## config.mk

```make
export PLATFORM = sky130hd
export DESIGN_NAME = lpm_ctrl
export DESIGN_NICKNAME = d
export VERILOG_FILES = /design/src/rtl/lpm_pkg.sv /design/src/rtl/lpm_ctrl.sv /design/src/rtl/lpm_sync.sv
export SDC_FILE = /design/constraint.sdc
export NUM_CORES = 1
export LEC_CHECK = 0
export ABC_AREA = 0
export BUFFER_PORTS_ARGS = -buffer_cell sky130_fd_sc_hd__buf_4
export CAP_MARGIN = 40
export CELL_PAD_IN_SITES_DETAIL_PLACEMENT = 1
export CELL_PAD_IN_SITES_GLOBAL_PLACEMENT = 2
export CORE_MARGIN = 8
export CORE_UTILIZATION = 34
export DETAILED_ROUTE_END_ITERATION = 8
export GPL_TIMING_DRIVEN = 0
export PLACE_DENSITY_LB_ADDON = 0.1
export RECOVER_POWER = 50
export REMOVE_ABC_BUFFERS = 1
export SETUP_SLACK_MARGIN = 0.15
export SLEW_MARGIN = 30
export SYNTH_ARGS = -nofsm -noshare
export SYNTH_HDL_FRONTEND = slang
export SYNTH_SLANG_ARGS = --single-unit
export TNS_END_PERCENT = 1
```

## constraint.sdc

```tcl
create_clock -name i_clk -period 2.9 [get_ports i_clk]
set_input_delay 0.29 -clock i_clk [delete_from_list [all_inputs] [get_ports i_clk]]
set_output_delay 0.29 -clock i_clk [all_outputs]
set_load 0.02 [all_outputs]
```

## src/rtl/lpm_pkg.sv

```systemverilog
// Package with constants and types of the low-power mode controller.
package lpm_pkg;
  localparam int unsigned CLK_HZ = 25000000;
  localparam int unsigned STARTUP_CYCLES = 4096;
  localparam logic [12:0] STARTUP_LAST = 13'(STARTUP_CYCLES - 1);
  localparam logic [12:0] CNT_ZERO = 13'h0000;

  typedef enum logic [2:0] {
    LPM_RUN = 3'b000,
    LPM_WAIT = 3'b001,
    LPM_AHALT = 3'b010,
    LPM_HALT = 3'b011,
    LPM_START = 3'b100,
    LPM_RESUME = 3'b101
  } lpm_state_t;

  typedef struct packed {
    logic timebase_irq;
    logic security_irq;
    logic ext_irq;
    logic other_irq;
  } lpm_wake_t;

  typedef struct packed {
    logic cpu_clk_en;
    logic periph_clk_en;
    logic osc_en;
    logic timebase_clk_en;
  } lpm_clk_t;
endpackage

```

## src/rtl/lpm_ctrl.sv

```systemverilog
// Low-power mode controller: wait, active halt and halt sequencing.
`timescale 1ns/100ps
module lpm_ctrl
  import lpm_pkg::*;
(
  input wire logic i_clk,
  input wire logic i_rst_b,
  input wire logic i_wait_for_irq_instruction,
  input wire logic i_halt_req,
  input wire logic i_oscillator_irq_enable,
  input wire logic i_watchdog_halt_option,
  input wire logic i_watchdog_active,
  input wire logic i_slow_mode,
  input wire logic i_irq_ack,
  input wire logic i_irq_return,
  input wire lpm_wake_t i_wake,
  output logic o_cpu_stall,
  output logic o_wake_done,
  output logic o_wake_by_irq,
  output logic o_irq_mask,
  output logic o_push_ccr,
  output logic o_slow_wait,
  output logic o_watchdog_reset,
  output lpm_clk_t o_clk,
  output lpm_state_t o_state
);
  // Interrupt lines come from other clock domains and pins.
  lpm_wake_t wake_s;
  lpm_sync u_sync_tb (.i_clk(i_clk), .i_rst_b(i_rst_b),
    .i_d(i_wake.timebase_irq), .o_q(wake_s.timebase_irq));
  lpm_sync u_sync_cs (.i_clk(i_clk), .i_rst_b(i_rst_b),
    .i_d(i_wake.security_irq), .o_q(wake_s.security_irq));
  lpm_sync u_sync_ex (.i_clk(i_clk), .i_rst_b(i_rst_b),
    .i_d(i_wake.ext_irq), .o_q(wake_s.ext_irq));
  lpm_sync u_sync_ot (.i_clk(i_clk), .i_rst_b(i_rst_b),
    .i_d(i_wake.other_irq), .o_q(wake_s.other_irq));

  lpm_state_t state_q, state_d;
  logic [12:0] cnt_q, cnt_d;
  logic mask_q, mask_d;
  logic stall_q, stall_d;
  logic done_q, done_d;
  logic by_irq_q, by_irq_d;
  logic push_q, push_d;
  logic slow_wait_q, slow_wait_d;
  logic wdg_rst_q, wdg_rst_d;
  lpm_clk_t clk_q, clk_d;

  wire any_irq = |wake_s;
  wire halt_exit = wake_s.ext_irq;
  wire ahalt_exit = halt_exit | wake_s.timebase_irq
    | wake_s.security_irq;
  wire halt_wdg_bad = i_watchdog_active & ~i_watchdog_halt_option;
  wire cnt_end = (cnt_q == STARTUP_LAST);

  always_comb begin
    state_d = state_q;
    cnt_d = CNT_ZERO;
    mask_d = mask_q;
    stall_d = stall_q;
    done_d = 1'b0;
    by_irq_d = by_irq_q;
    push_d = 1'b0;
    slow_wait_d = 1'b0;
    wdg_rst_d = 1'b0;
    clk_d = '{cpu_clk_en: 1'b1, periph_clk_en: 1'b1, osc_en: 1'b1,
              timebase_clk_en: 1'b1};
    case (state_q)
      LPM_RUN: begin
        if (i_irq_ack) begin
          mask_d = 1'b1;
          push_d = 1'b1;
        end else if (i_irq_return) begin
          mask_d = 1'b0;
        end
        if (i_wait_for_irq_instruction) begin
          state_d = LPM_WAIT;
          mask_d = 1'b0;
          stall_d = 1'b1;
          clk_d.cpu_clk_en = 1'b0;
          slow_wait_d = i_slow_mode;
        end else if (i_halt_req) begin
          stall_d = 1'b1;
          mask_d = 1'b0;
          clk_d.cpu_clk_en = 1'b0;
          clk_d.periph_clk_en = 1'b0;
          if (i_oscillator_irq_enable) begin
            state_d = LPM_AHALT;
          end else begin
            state_d = LPM_HALT;
            clk_d.osc_en = 1'b0;
            clk_d.timebase_clk_en = 1'b0;
            wdg_rst_d = halt_wdg_bad;
          end
        end
      end
      LPM_WAIT: begin
        clk_d.cpu_clk_en = 1'b0;
        slow_wait_d = i_slow_mode;
        if (any_irq) begin
          state_d = LPM_RESUME;
          by_irq_d = 1'b1;
        end
      end
      LPM_AHALT: begin
        clk_d.cpu_clk_en = 1'b0;
        clk_d.periph_clk_en = 1'b0;
        // No watchdog reset here, whether or not the oscillator enable stays set.
        wdg_rst_d = 1'b0;
        if (ahalt_exit) begin
          state_d = LPM_START;
          by_irq_d = 1'b1;
        end
      end
      LPM_HALT: begin
        clk_d = '{cpu_clk_en: 1'b0, periph_clk_en: 1'b0, osc_en: 1'b0,
                  timebase_clk_en: 1'b0};
        if (halt_exit) begin
          // The oscillator restarts at once so that it can settle.
          state_d = LPM_START;
          by_irq_d = 1'b1;
          clk_d.osc_en = 1'b1;
        end
      end
      LPM_START: begin
        // Oscillator runs again while the CPU waits for it to settle.
        clk_d.cpu_clk_en = 1'b0;
        clk_d.periph_clk_en = 1'b0;
        cnt_d = 13'(cnt_q + 13'h0001);
        if (cnt_end) begin
          state_d = LPM_RESUME;
          cnt_d = CNT_ZERO;
        end
      end
      default: begin
        state_d = LPM_RUN;
        stall_d = 1'b0;
        done_d = 1'b1;
        mask_d = 1'b1;
        push_d = 1'b1;
      end
    endcase
  end

  always_ff @(posedge i_clk) begin
    if (!i_rst_b) begin
      state_q <= LPM_RUN;
      cnt_q <= CNT_ZERO;
      mask_q <= 1'b1;
      stall_q <= 1'b0;
      done_q <= 1'b0;
      by_irq_q <= 1'b0;
      push_q <= 1'b0;
      slow_wait_q <= 1'b0;
      wdg_rst_q <= 1'b0;
      clk_q <= '{cpu_clk_en: 1'b1, periph_clk_en: 1'b1, osc_en: 1'b1,
                 timebase_clk_en: 1'b1};
    end else begin
      state_q <= state_d;
      cnt_q <= cnt_d;
      mask_q <= mask_d;
      stall_q <= stall_d;
      done_q <= done_d;
      by_irq_q <= (state_q == LPM_RUN) ? 1'b0 : by_irq_d;
      push_q <= push_d;
      slow_wait_q <= slow_wait_d;
      wdg_rst_q <= wdg_rst_d;
      clk_q <= clk_d;
    end
  end

  assign o_state = state_q;
  assign o_cpu_stall = stall_q;
  assign o_wake_done = done_q;
  assign o_wake_by_irq = by_irq_q;
  assign o_irq_mask = mask_q;
  assign o_push_ccr = push_q;
  assign o_slow_wait = slow_wait_q;
  assign o_watchdog_reset = wdg_rst_q;
  assign o_clk = clk_q;

  property p_wait_entry;
    @(posedge i_clk) disable iff (!i_rst_b)
    (state_q == LPM_RUN && i_wait_for_irq_instruction) |=>
      (state_q == LPM_WAIT && !mask_q && stall_q && clk_q.periph_clk_en);
  endproperty
  a_wait_entry: assert property (p_wait_entry)
    else $error("wait entry wrong");

  property p_halt_select;
    @(posedge i_clk) disable iff (!i_rst_b)
    (state_q == LPM_RUN && !i_wait_for_irq_instruction && i_halt_req) |=>
      (state_q == ($past(i_oscillator_irq_enable) ? LPM_AHALT : LPM_HALT)
       && !mask_q);
  endproperty
  a_halt_select: assert property (p_halt_select)
    else $error("halt mode selection wrong");

  property p_wait_wake;
    @(posedge i_clk) disable iff (!i_rst_b)
    (state_q == LPM_WAIT && any_irq) |=> state_q == LPM_RESUME
      ##1 (state_q == LPM_RUN && done_q && !stall_q && mask_q);
  endproperty
  a_wait_wake: assert property (p_wait_wake)
    else $error("wait wake-up wrong");

  property p_halt_no_tb;
    @(posedge i_clk) disable iff (!i_rst_b)
    (state_q == LPM_HALT && !wake_s.ext_irq) |=> state_q == LPM_HALT;
  endproperty
  a_halt_no_tb: assert property (p_halt_no_tb)
    else $error("halt left without external irq");

  property p_ahalt_exit;
    @(posedge i_clk) disable iff (!i_rst_b)
    (state_q == LPM_AHALT && wake_s.timebase_irq) |=> state_q == LPM_START;
  endproperty
  a_ahalt_exit: assert property (p_ahalt_exit)
    else $error("active halt not left on timebase");

  // Counts the cycles spent in start-up for the length checks below.
  logic [12:0] start_cyc_q;
  always_ff @(posedge i_clk) begin
    if (!i_rst_b) begin
      start_cyc_q <= CNT_ZERO;
    end else if (state_q == LPM_START) begin
      start_cyc_q <= 13'(start_cyc_q + 13'h0001);
    end else begin
      start_cyc_q <= CNT_ZERO;
    end
  end

  property p_startup_len;
    @(posedge i_clk) disable iff (!i_rst_b)
    $fell(state_q == LPM_START) |->
      (state_q == LPM_RESUME && start_cyc_q == 13'(STARTUP_CYCLES));
  endproperty
  a_startup_len: assert property (p_startup_len)
    else $error("start-up delay wrong");

  property p_halt_clocks;
    @(posedge i_clk) disable iff (!i_rst_b)
    (state_q == LPM_HALT && $past(state_q) == LPM_HALT) |->
      (!clk_q.osc_en && !clk_q.periph_clk_en && !clk_q.cpu_clk_en);
  endproperty
  a_halt_clocks: assert property (p_halt_clocks)
    else $error("clocks running in halt");

  property p_ahalt_clocks;
    @(posedge i_clk) disable iff (!i_rst_b)
    (state_q == LPM_AHALT) |->
      (clk_q.osc_en && clk_q.timebase_clk_en && !clk_q.periph_clk_en);
  endproperty
  a_ahalt_clocks: assert property (p_ahalt_clocks)
    else $error("active halt clocks wrong");

  property p_no_wdg_ahalt;
    @(posedge i_clk) disable iff (!i_rst_b)
    (state_q == LPM_AHALT) |=> !wdg_rst_q;
  endproperty
  a_no_wdg_ahalt: assert property (p_no_wdg_ahalt)
    else $error("watchdog reset in active halt");

  property p_wdg_halt;
    @(posedge i_clk) disable iff (!i_rst_b)
    (state_q == LPM_RUN && !i_wait_for_irq_instruction && i_halt_req
     && !i_oscillator_irq_enable) |=> wdg_rst_q == $past(halt_wdg_bad);
  endproperty
  a_wdg_halt: assert property (p_wdg_halt)
    else $error("watchdog halt option ignored");

  property p_startup_bound;
    @(posedge i_clk) disable iff (!i_rst_b)
    (state_q == LPM_START) |-> (start_cyc_q < 13'(STARTUP_CYCLES));
  endproperty
  a_startup_bound: assert property (p_startup_bound)
    else $error("start-up delay overrun");

  property p_wait_clocks;
    @(posedge i_clk) disable iff (!i_rst_b)
    (state_q == LPM_WAIT) |->
      (!clk_q.cpu_clk_en && clk_q.periph_clk_en && clk_q.osc_en);
  endproperty
  a_wait_clocks: assert property (p_wait_clocks)
    else $error("wait clocks wrong");

  property p_slow_wait;
    @(posedge i_clk) disable iff (!i_rst_b)
    (state_q == LPM_WAIT) |-> (slow_wait_q == $past(i_slow_mode));
  endproperty
  a_slow_wait: assert property (p_slow_wait)
    else $error("slow wait flag wrong");

  property p_stall_low_power;
    @(posedge i_clk) disable iff (!i_rst_b)
    (state_q != LPM_RUN) |-> stall_q;
  endproperty
  a_stall_low_power: assert property (p_stall_low_power)
    else $error("cpu not stalled in low power");

  property p_done_pulse;
    @(posedge i_clk) disable iff (!i_rst_b)
    done_q |-> (state_q == LPM_RUN && $past(state_q) == LPM_RESUME);
  endproperty
  a_done_pulse: assert property (p_done_pulse)
    else $error("wake done pulse misplaced");

  property p_halt_exit_osc;
    @(posedge i_clk) disable iff (!i_rst_b)
    (state_q == LPM_HALT && wake_s.ext_irq) |=>
      (state_q == LPM_START && clk_q.osc_en);
  endproperty
  a_halt_exit_osc: assert property (p_halt_exit_osc)
    else $error("oscillator not restarted on halt exit");
endmodule

```

## src/rtl/lpm_sync.sv

```systemverilog
// Two-flop synchroniser for an asynchronous level.
`timescale 1ns/100ps
module lpm_sync (
  input wire logic i_clk,
  input wire logic i_rst_b,
  input wire logic i_d,
  output logic o_q
);
  logic meta_q;
  always_ff @(posedge i_clk) begin
    if (!i_rst_b) begin
      meta_q <= 1'b0;
      o_q <= 1'b0;
    end else begin
      meta_q <= i_d;
      o_q <= meta_q;
    end
  end
endmodule

```

==> results.toml, run 1 <==
[drt]
wl_per_cell_um = 13.4
vias = 1056
wl_um = 2960
drt.antenna.violating_nets = 0
drt_pass1_iterations = 4
dr.first_iter.drc_count = 32
avgViaCountPerCell = 4.78
drc = 0

[timing]
worstMarginPinSlew_ns = 0.750
min_period_ns = 1.88
hold_viol = 0
slew_viol_final = 0
hold_slack_ns = 0.215
tns_ns = 0
skew_ns = 0.00791
fin_crit_sh = 0.650
rsz0062_at_grt = "no"
relSlewSlack = 0.500
finalSetupViolations = 0
setup_ws_ns = 1.02
fmax_mhz = 531

[pwr]
power_density_nw_per_um2 = 733
peakVddDrop_mv = 0.261
p_leak_uw = 0.000587

[die]
pin_count = 28
die_w_um = 79.0
start_util = 0.345
dieArea_um2 = 6250
rows = 23
placeableCoreArea_um2 = 3910
die_y_um = 79.0

[clock_network]
holdBufCountCts = 0
post_cts_resized = 0
cts_buffers = 5
clk_pin_slew_ns = 0.07
htree_levels = 2
clockBufferDepth = 2
cts.sinks = 35
clk_latency_ns = 0.28
tritoncts = "built"
root_buffer = "clkbuf_8"
post_cts_buffers = 0

[yosys]
synth.largest_area_cell = "dfxtp_1"
synthCells = 143
synth_warnings = 0
synth.area.top_cells = "dfxtp_1 52%, nor2_1 6.9%, xnor2_1 5.8%, and2_1 3.7%, nand3_1 2.2%"
ys_seq_elements = 35
synth_cell_types = 37
seq_area_frac_synth = 0.519
synthesis.area_um2 = 1350
avgSynthCellArea_um2 = 9.45
synth.top_cell.area_share = 0.519

[worst_setup_path]
crit_fanout = 13
rr_worst_depth = 5
crit_required_ns = 3.06
path_cells = "ha_1, nand3_1, or4_4, nand2b_2, nor2_1"
worst-setup-path-type = "reg2reg"
cpPeakStageDelay_ns = 0.60
critPathSlowestCell = "or4_4"
worst_setup_path_end_kind = "flop"
crit_path_start_kind = "flop"
crit_path_start = "cnt_q[0]$_SDFF_PP0_"
rr_startpoint = "cnt_q[0]$_SDFF_PP0_"
arrival_ns = 2.04

[min_path]
min_from = "i_wake[0]"
hold_path_class = "in2reg"
hold_depth = 2

[global_route]
antenna_found_initial = 0
grt.overflow.total = 0
grt_max_degree = 21
first_global_vias = 1048
grt_pass1_wl_um = 4800
grtUsageTotal = 0.0975

[final_layout]
fin_cells = 221
final_layout_size_suffix_gt1_frac = 0.170
fin_nets = 186
nFillCells = 475
syn2layout_area_growth_pct = 20.2
num_antenna_cells = 0

[placed_design]
placed_cells = 214
place_hpwl_um = 2210
place.gp.congestion = 0.688
dp_slack_ns = 1.02
port_buffers = 27

[job]
max_cap_viol_count = 0

[outcome]
status = "completed"
[layer usage]
layer / global-route usage / vias to the layer above / wire length [um]
met5: 0 / - / 0
met4: 0.0389 / 0 / 36
met3: 0.0474 / 5 / 156
met2: 0.153 / 26 / 1340
met1: 0.111 / 492 / 1430
li1: - / 533 / -
[metrics by stage]
step / utilization / cell area [um^2] / power [uW]
after floorplan: - / 1320 / 756
after global placement: 0.404 / 1580 / 875
after detailed placement: 0.404 / 1580 / 883
after CTS: 0.426 / 1670 / 1240
after global routing: 0.415 / 1620 / 1270
final: 0.415 / 1620 / 1190
[logic make-up (layout without fill, tap and decap cells)]
family | Yosys count | in the layout | synth area share
simple gates | 68 | 68 | 0.266
flops | 35 | 35 | 0.519
compound gates | 18 | 18 | 0.102
buf+inv | 11 | 39 | 0.0398
xor+xnor | 10 | 10 | 0.0648
fa+ha+maj | 1 | 1 | 0.00926
[state kept, by name, indices dropped and copies added, names as in the netlist]
register and flops:
o_irq_mask 1, u_sync_tb.o_q 1, u_sync_tb.meta_q 1, u_sync_cs.meta_q 1
o_clk 4, u_sync_ot.o_q 1, o_wake_by_irq 1, o_wake_done 1
o_cpu_stall 1, o_state 3, u_sync_ex.o_q 1, u_sync_ex.meta_q 1
cnt_q 13, o_slow_wait 1, o_push_ccr 1, u_sync_ot.meta_q 1
u_sync_cs.o_q 1, o_watchdog_reset 1
[final cells by class]
class | count | area (um^2) | share of cell area
Tap cell | 50 | 62.6 | 0.0385
Clock inverter | 1 | 5.00 | 0.00308
Timing Repair Buffer | 27 | 158 | 0.0971
Sequential cell | 35 | 701 | 0.431
Inverter | 5 | 18.8 | 0.0116
Clock buffer | 6 | 82.6 | 0.0508
Multi-Input combinational cell | 97 | 597 | 0.367
[worst max-delay path: cells and delay by family (launching register included)]
kind	cells	cell delay [ns]
adders and majority gates	1	0.21
and+or+nand+nor	4	1.18
DFF	1	0.37
[cell usage after synthesis, drive strengths merged]
master and number:
o211ai 1, nand2 6, nand3 6, a2111oi 1
a22oi 1, ha 1, nand4 3, clkbuf 3
o22ai 1, nand2b 4, o221ai 1, a211o 1
o21a 1, and4b 1, nor2b 3, a21oi 1
dfxtp 35, or2 1, nor3 6, a21boi 1
or4 1, or3 1, xor2 1, o21ai 4
nor2 25, buf 3, or4b 1, inv 5
o21ba 2, xnor2 9, and2 8, o31ai 3
nor4b 2
[layout by cell type (no fill, tap or decap), types with 2 or more instances in the layout]
cell and instances:
and2_0 3, and2_1 5, buf_4 15, clkbuf_1 12
clkbuf_8 6, dfxtp_1 35, inv_1 5, nand2_1 6
nand2b_1 3, nand3_1 6, nand4_1 3, nor2_1 25
nor2b_1 3, nor3_1 6, o21ai_0 4, o21ba_2 2
o31ai_1 3, xnor2_1 9
[where the power goes]
group | total (uW) | leakage (uW) | internal [uW] | switching [uW]
Clock | 349 | 0.0000470 | 186 | 163
Sequential | 582 | 0.000286 | 531 | 51.2
Combinational | 259 | 0.000254 | 103 | 156
[path summary, 6_finish.rpt]
check	end	slack (ns)
worst max-delay path	cnt_q[9]$_SDFF_PP0_	1.02
worst min register to register	u_sync_ex.o_q$_SDFF_PN0_	0.44
worst min-delay path	u_sync_ot.meta_q$_SDFF_PN0_	0.22
worst max register to register	cnt_q[9]$_SDFF_PP0_	1.02
Power figures use the tool's default switching activity.
==> inputs of run 2 (changes only) <==
- ABC_AREA: 0 -> 1
- CORE_UTILIZATION: 34 -> 27
- clock period: 2.9 -> 1.6 ns (I/O delays scaled with it)
==> run 2 against run 1 <==
Against the previous run:
- wire length rose by 19%
- cell count up 34%
- core utilization fell by 5.5 points
- critical path depth rose by 4
- die area rose by 28%
- global-route usage about the same
- combinational power increased to 3.7 times the previous value
- total power rose by 130%
- largest power group unchanged
==> results.toml, run 2 <==
[worst_setup_path]
crit_fanout = 4
crit_path_start_kind = "flop"
rr_worst_depth = 9
worst_setup_path_end_kind = "flop"
rr_startpoint = "cnt_q[0]$_SDFF_PP0_"
crit_path_start = "cnt_q[0]$_SDFF_PP0_"
worstReg2RegEnd = "o_state[1]$_SDFFE_PN0P_"
worst-setup-path-type = "reg2reg"
arrival_ns = 1.58
r2r_setup_slack_ns = 0.24
crit_required_ns = 1.82
critPathCapture = "o_state[1]$_SDFFE_PN0P_"

[min_path]
hold_path_class = "in2reg"

[clock_network]
cts.sinks = 35
htree_levels = 2
clockBufferDepth = 2
holdBufCountCts = 0
cts_buffers = 5
tritoncts = "built"
clk_latency_ns = 0.28
clk_pin_slew_ns = 0.07
root_buffer = "clkbuf_8"

[final_layout]
fin_nets = 241
largest_register_ffs = 13
final_common_cell = "nand2_1"
top_register = "cnt_q"
finalInstanceArea_um2 = 1860
syn2layout_area_growth_pct = 27.8
fin_util = 0.360
layout_common_cells = "41 x nand2_1, 33 x inv_1, 33 x dfxtp_1, 22 x nor2_1, 15 x buf_4"
fin_cells = 297
final_layout_size_suffix_gt1_frac = 0.207
num_antenna_cells = 0

[timing]
hold_viol = 0
hold_slack_ns = 0.0527
skew_ns = 0.00189
fmax_mhz = 733
min_period_ns = 1.36
worstMarginPinSlew_ns = 0.806
rsz0062_at_grt = "yes"
finalSetupViolations = 0
slew_viol_final = 0
fin_crit_sh = 0.852
relSlewSlack = 0.462

[placed_design]
placed_cell_area_um2 = 1730
placed_cells = 288
place_hpwl_um = 2820
place.gp.congestion = 0.770
port_buffers = 27

[yosys]
seq_area_frac_synth = 0.481
synth_most_common_cell = "nand2_1"
synthCells = 194
synth-async-reset-ratio = 0
synth_fa_ha_area_frac = 0.00858
synth_simple_gate_area_frac = 0.310
synth_top_family_by_area = "simple AND/OR/NAND/NOR gates"
netlist_top_cells_count = "43 x nand2_1, 35 x dfxtp_1, 33 x inv_1"
synth_edf_count = 0
synth_cell_types = 27
synth_xor_area_frac = 0.0361
synth.area.top_cells = "dfxtp_1 48%, nand2_1 11%, inv_1 8.5%, nor2_1 6.4%, a21oi_1 3.4%"
synth.area.mux_share = 0
synthesis.area_um2 = 1460
synth_compound_area_frac = 0.0661
ys.flop_type = "dfxtp_1"
avgSynthCellArea_um2 = 7.51
synth.top_cell.area_share = 0.481
synth.largest_area_cell = "dfxtp_1"
ys_seq_elements = 35
synth_warnings = 0

[outcome]
status = "completed"

[global_route]
grt_max_degree = 17
antenna_found_initial = 0
grt.overflow.total = 0
grtUsageTotal = 0.0978
first_global_vias = 1402
grt_pass1_wl_um = 5990

[drt]
wl_um = 3540
drc = 0
avgViaCountPerCell = 4.37
drt_pass1_iterations = 4
wl_per_cell_um = 11.9
drt.antenna.violating_nets = 0
vias = 1299
dr.first_iter.drc_count = 17

[die]
dieArea_um2 = 8010
start_util = 0.282
rows = 26
pin_count = 28
die_y_um = 89.5
die_w_um = 89.5
placeableCoreArea_um2 = 5170

[pwr]
switchingPower_uw = 1050
p_sw_frac = 0.376
peakVddDrop_mv = 0.572
p_int_uw = 1730
p_leak_uw = 0.000840
power_frac_comb = 0.346
p_seq_frac = 0.402
clkPwrFrac = 0.251
power_density_nw_per_um2 = 1490

[job]
max_cap_viol_count = 0
==> run 2: what timing repair did <==
action | in CTS | in global routing
setup endpoints to repair | 15 | 22
buffers inserted | 1 | 0
gates resized for setup | 4 | 11
hold endpoints to repair | 0 | 0
==> run 2: worst min-delay path by stage <==
stage / startpoint / end / slack [ns] / cells past startpoint
floorplan: i_oscillator_irq_enable / o_watchdog_reset$_SDFF_PP0_ / 0.24 / 1
global placement: i_wake[2] / u_sync_cs.meta_q$_SDFF_PN0_ / 0.34 / 3
detailed placement: i_wake[2] / u_sync_cs.meta_q$_SDFF_PN0_ / 0.35 / 3
CTS: i_oscillator_irq_enable / o_watchdog_reset$_SDFF_PP0_ / 0.04 / 2
global route: i_oscillator_irq_enable / o_watchdog_reset$_SDFF_PP0_ / 0.05 / 2
finish: i_oscillator_irq_enable / o_watchdog_reset$_SDFF_PP0_ / 0.05 / 2
==> run 2: logic make-up (layout without fill, tap and decap cells) <==
kind of cell,count (synthesis),after routing
AOI/OAI and AO/OA,18,18
xor gates and xnor gates,6,6
adders and majority gates,1,1
buffers and inverters,37,70
DFF,35,35
and+or+nand+nor,97,97
==> run 2: area by class of cell <==
class                      instances  area (um^2)
clock buffer                       7         96.3
clock inverter                     1         7.51
timing repair buffer              28          178
fill                             653         3310
inverter                          34          128
multi-input combinational        122          663
tap                               70         87.6
sequential                        35          703
==> run 2: stage by stage <==
step | setup WS (ns) | total power [uW] | TNS (ns)
2_1_floorplan | 0.117 | 1750 | 0
3_3_place_gp | -0.189 | 2130 | -0.573
3_5_place_dp | -0.228 | 2140 | -0.831
4_1_cts | 0.137 | 2890 | 0
5_1_grt | 0.106 | 3000 | 0
6_report | 0.236 | 2780 | 0
==> run 2: power groups by stage <==
stage | Sequential, uW | Clock [uW] | Combinational (uW)
after floorplan | 1250 | 0 | 501
after global placement | 1120 | 0 | 1000
after detailed placement | 1130 | 0 | 1020
after CTS | 1110 | 729 | 1050
after global routing | 1140 | 777 | 1090
final | 1120 | 698 | 962
==> run 2: routing by layer <==
layer,up-vias,GRT usage,share of wire
met5,-,0,0
met1,613,0.0981,0.41
met2,19,0.179,0.53
li1,660,-,-
met4,0,0.0453,0.021
met3,7,0.0313,0.041
==> run 2: worst max-delay path, cell delays in order (launching register included) <==
cell and delay (ns):
dfxtp_1 0.36, ha_2 0.23, nand3_4 0.12, nor2_4 0.14, nand2_2 0.09, nand2_2 0.10
nand2_2 0.06, nand2_1 0.05, nand2_1 0.04, nor2_1 0.10
==> inputs of run 3 (changes only) <==
- CORE_UTILIZATION: 27 -> 30
- clock period: 1.6 -> 1.54 ns (I/O delays scaled with it)
==> run 3 against run 2 <==
Against the previous run:
- worst hold slack lost 0.0046 ns
- flip-flop and latch count is the same
- clock power grew 17%
- largest power group unchanged
- core utilization grew 4.1 points
- wire length grew 0.65%
- global-route usage grew 0.94 points
- die area shrank 8.2%
- clock-buffer cell count shrank 2
- setup slack lost 0.020 ns
- cell area grew 1.1%
==> results.toml, run 3 (synthesis gave the netlist of run 2 again) <==
[outcome]
status = "completed"

[clock_network]
clockBufferDepth = 2
cts_buffers = 5
clk_latency_ns = 0.28
root_buffer = "clkbuf_8"
cts.sinks = 35
htree_levels = 2
tritoncts = "built"
clk_pin_slew_ns = 0.08

[final_layout]
num_antenna_cells = 0
syn2layout_area_growth_pct = 29.3
largest_register_ffs = 13
final_layout_size_suffix_gt1_frac = 0.245
final_common_cell = "nand2_1"
top_register = "cnt_q"
finalInstanceArea_um2 = 1880
fin_util = 0.402
layout_common_cells = "41 x nand2_1, 33 x inv_1, 28 x dfxtp_1, 22 x nor2_1, 18 x buf_4"
fin_nets = 243
fin_cells = 283

[min_path]
hold_depth = 2
hold_path_class = "in2reg"

[global_route]
grt_max_degree = 17
grt_pass1_wl_um = 6220
grtUsageTotal = 0.107
first_global_vias = 1403
grt.overflow.total = 0
antenna_found_initial = 0

[die]
pin_count = 28
placeableCoreArea_um2 = 4690
die_y_um = 85.7
start_util = 0.311
rows = 25
die_w_um = 85.7
dieArea_um2 = 7350

[timing]
fin_crit_sh = 0.859
rsz0062_at_grt = "yes"
tns_ns = 0
skew_ns = 0.00557
hold_viol = 0
relSlewSlack = 0.474
hold_slack_ns = 0.0481
slew_viol_final = 0
worstMarginPinSlew_ns = 0.789
finalSetupViolations = 0
min_period_ns = 1.32
fmax_mhz = 756

[job]
max_cap_viol_count = 0

[pwr]
power_density_nw_per_um2 = 1590
peakVddDrop_mv = 0.585
p_leak_uw = 0.000867

[worst_setup_path]
rr_worst_depth = 6
worst_setup_path_end_kind = "flop"
crit_required_ns = 1.75
crit_path_start_kind = "flop"
crit_fanout = 7
arrival_ns = 1.54
worst-setup-path-type = "reg2reg"

[placed_design]
place.gp.congestion = 0.776
placed_cell_area_um2 = 1710
placed_cells = 272
place_hpwl_um = 2740
port_buffers = 27

[drt]
drc = 0
dr.first_iter.drc_count = 25
avgViaCountPerCell = 4.58
wl_per_cell_um = 12.6
vias = 1296
drt_pass1_iterations = 4
wl_um = 3560
drt.antenna.violating_nets = 0
[run 3: critical path: stages (launching register included)]
cell and delay [ns]:
dfxtp_2 0.35, nor2_2 0.17, nand2_1 0.11, inv_1 0.16
nand3_4 0.13, buf_4 0.20, nor3b_2 0.13
[run 3: final timing paths]
| check | slack, ns | from | endpoint |
|---|---|---|---|
| worst max-delay path | 0.22 | o_state[1]$_SDFFE_PN0P_ | cnt_q[3]$_SDFF_PP0_ |
| worst min register to register | 0.42 | u_sync_cs.meta_q$_SDFF_PN0_ | u_sync_cs.o_q$_SDFF_PN0_ |
| worst max register to register | 0.22 | o_state[1]$_SDFFE_PN0P_ | cnt_q[3]$_SDFF_PP0_ |
| worst min-delay path | 0.05 | i_oscillator_irq_enable | o_watchdog_reset$_SDFF_PP0_ |
[run 3: per-stage QoR]
step | setup slack, ns | power [uW]
6_report | 0.217 | 3000
2_1_floorplan | 0.0572 | 1820
5_1_grt | 0.0949 | 3230
4_1_cts | 0.141 | 3100
3_3_place_gp | -0.241 | 2200
3_5_place_dp | -0.332 | 2220
[run 3: final cells by class]
type                            count  area [um^2]
Fill cell                         599         2810
Sequential cell                    35          712
Multi-Input combinational cell    122          684
Timing Repair Buffer               30          180
Inverter                           34          128
Clock buffer                        5         68.8
Tap cell                           54         67.6
Clock inverter                      3         43.8
[run 3: power by group]
| group | internal, uW | switching (uW) | total, uW |
|---|---|---|---|
| sequential | 1060 | 102 | 1160 |
| clock | 482 | 338 | 820 |
| combinational | 359 | 663 | 1020 |
[run 3: timing repair]
item / 4_1_cts / 5_1_grt
pin swaps: 0 / 1
gates resized for setup: 11 / 14
hold buffers: 0 / 0
hold endpoints to repair: 0 / 0
endpoints found under the setup margin: 17 / 14
buffers inserted: 2 / 1
[run 3: per-layer routing]
layer	part of all wire	GRT usage
met4	0.014	0.0478
met1	0.43	0.115
met5	0	0
met2	0.53	0.189
met3	0.029	0.0325
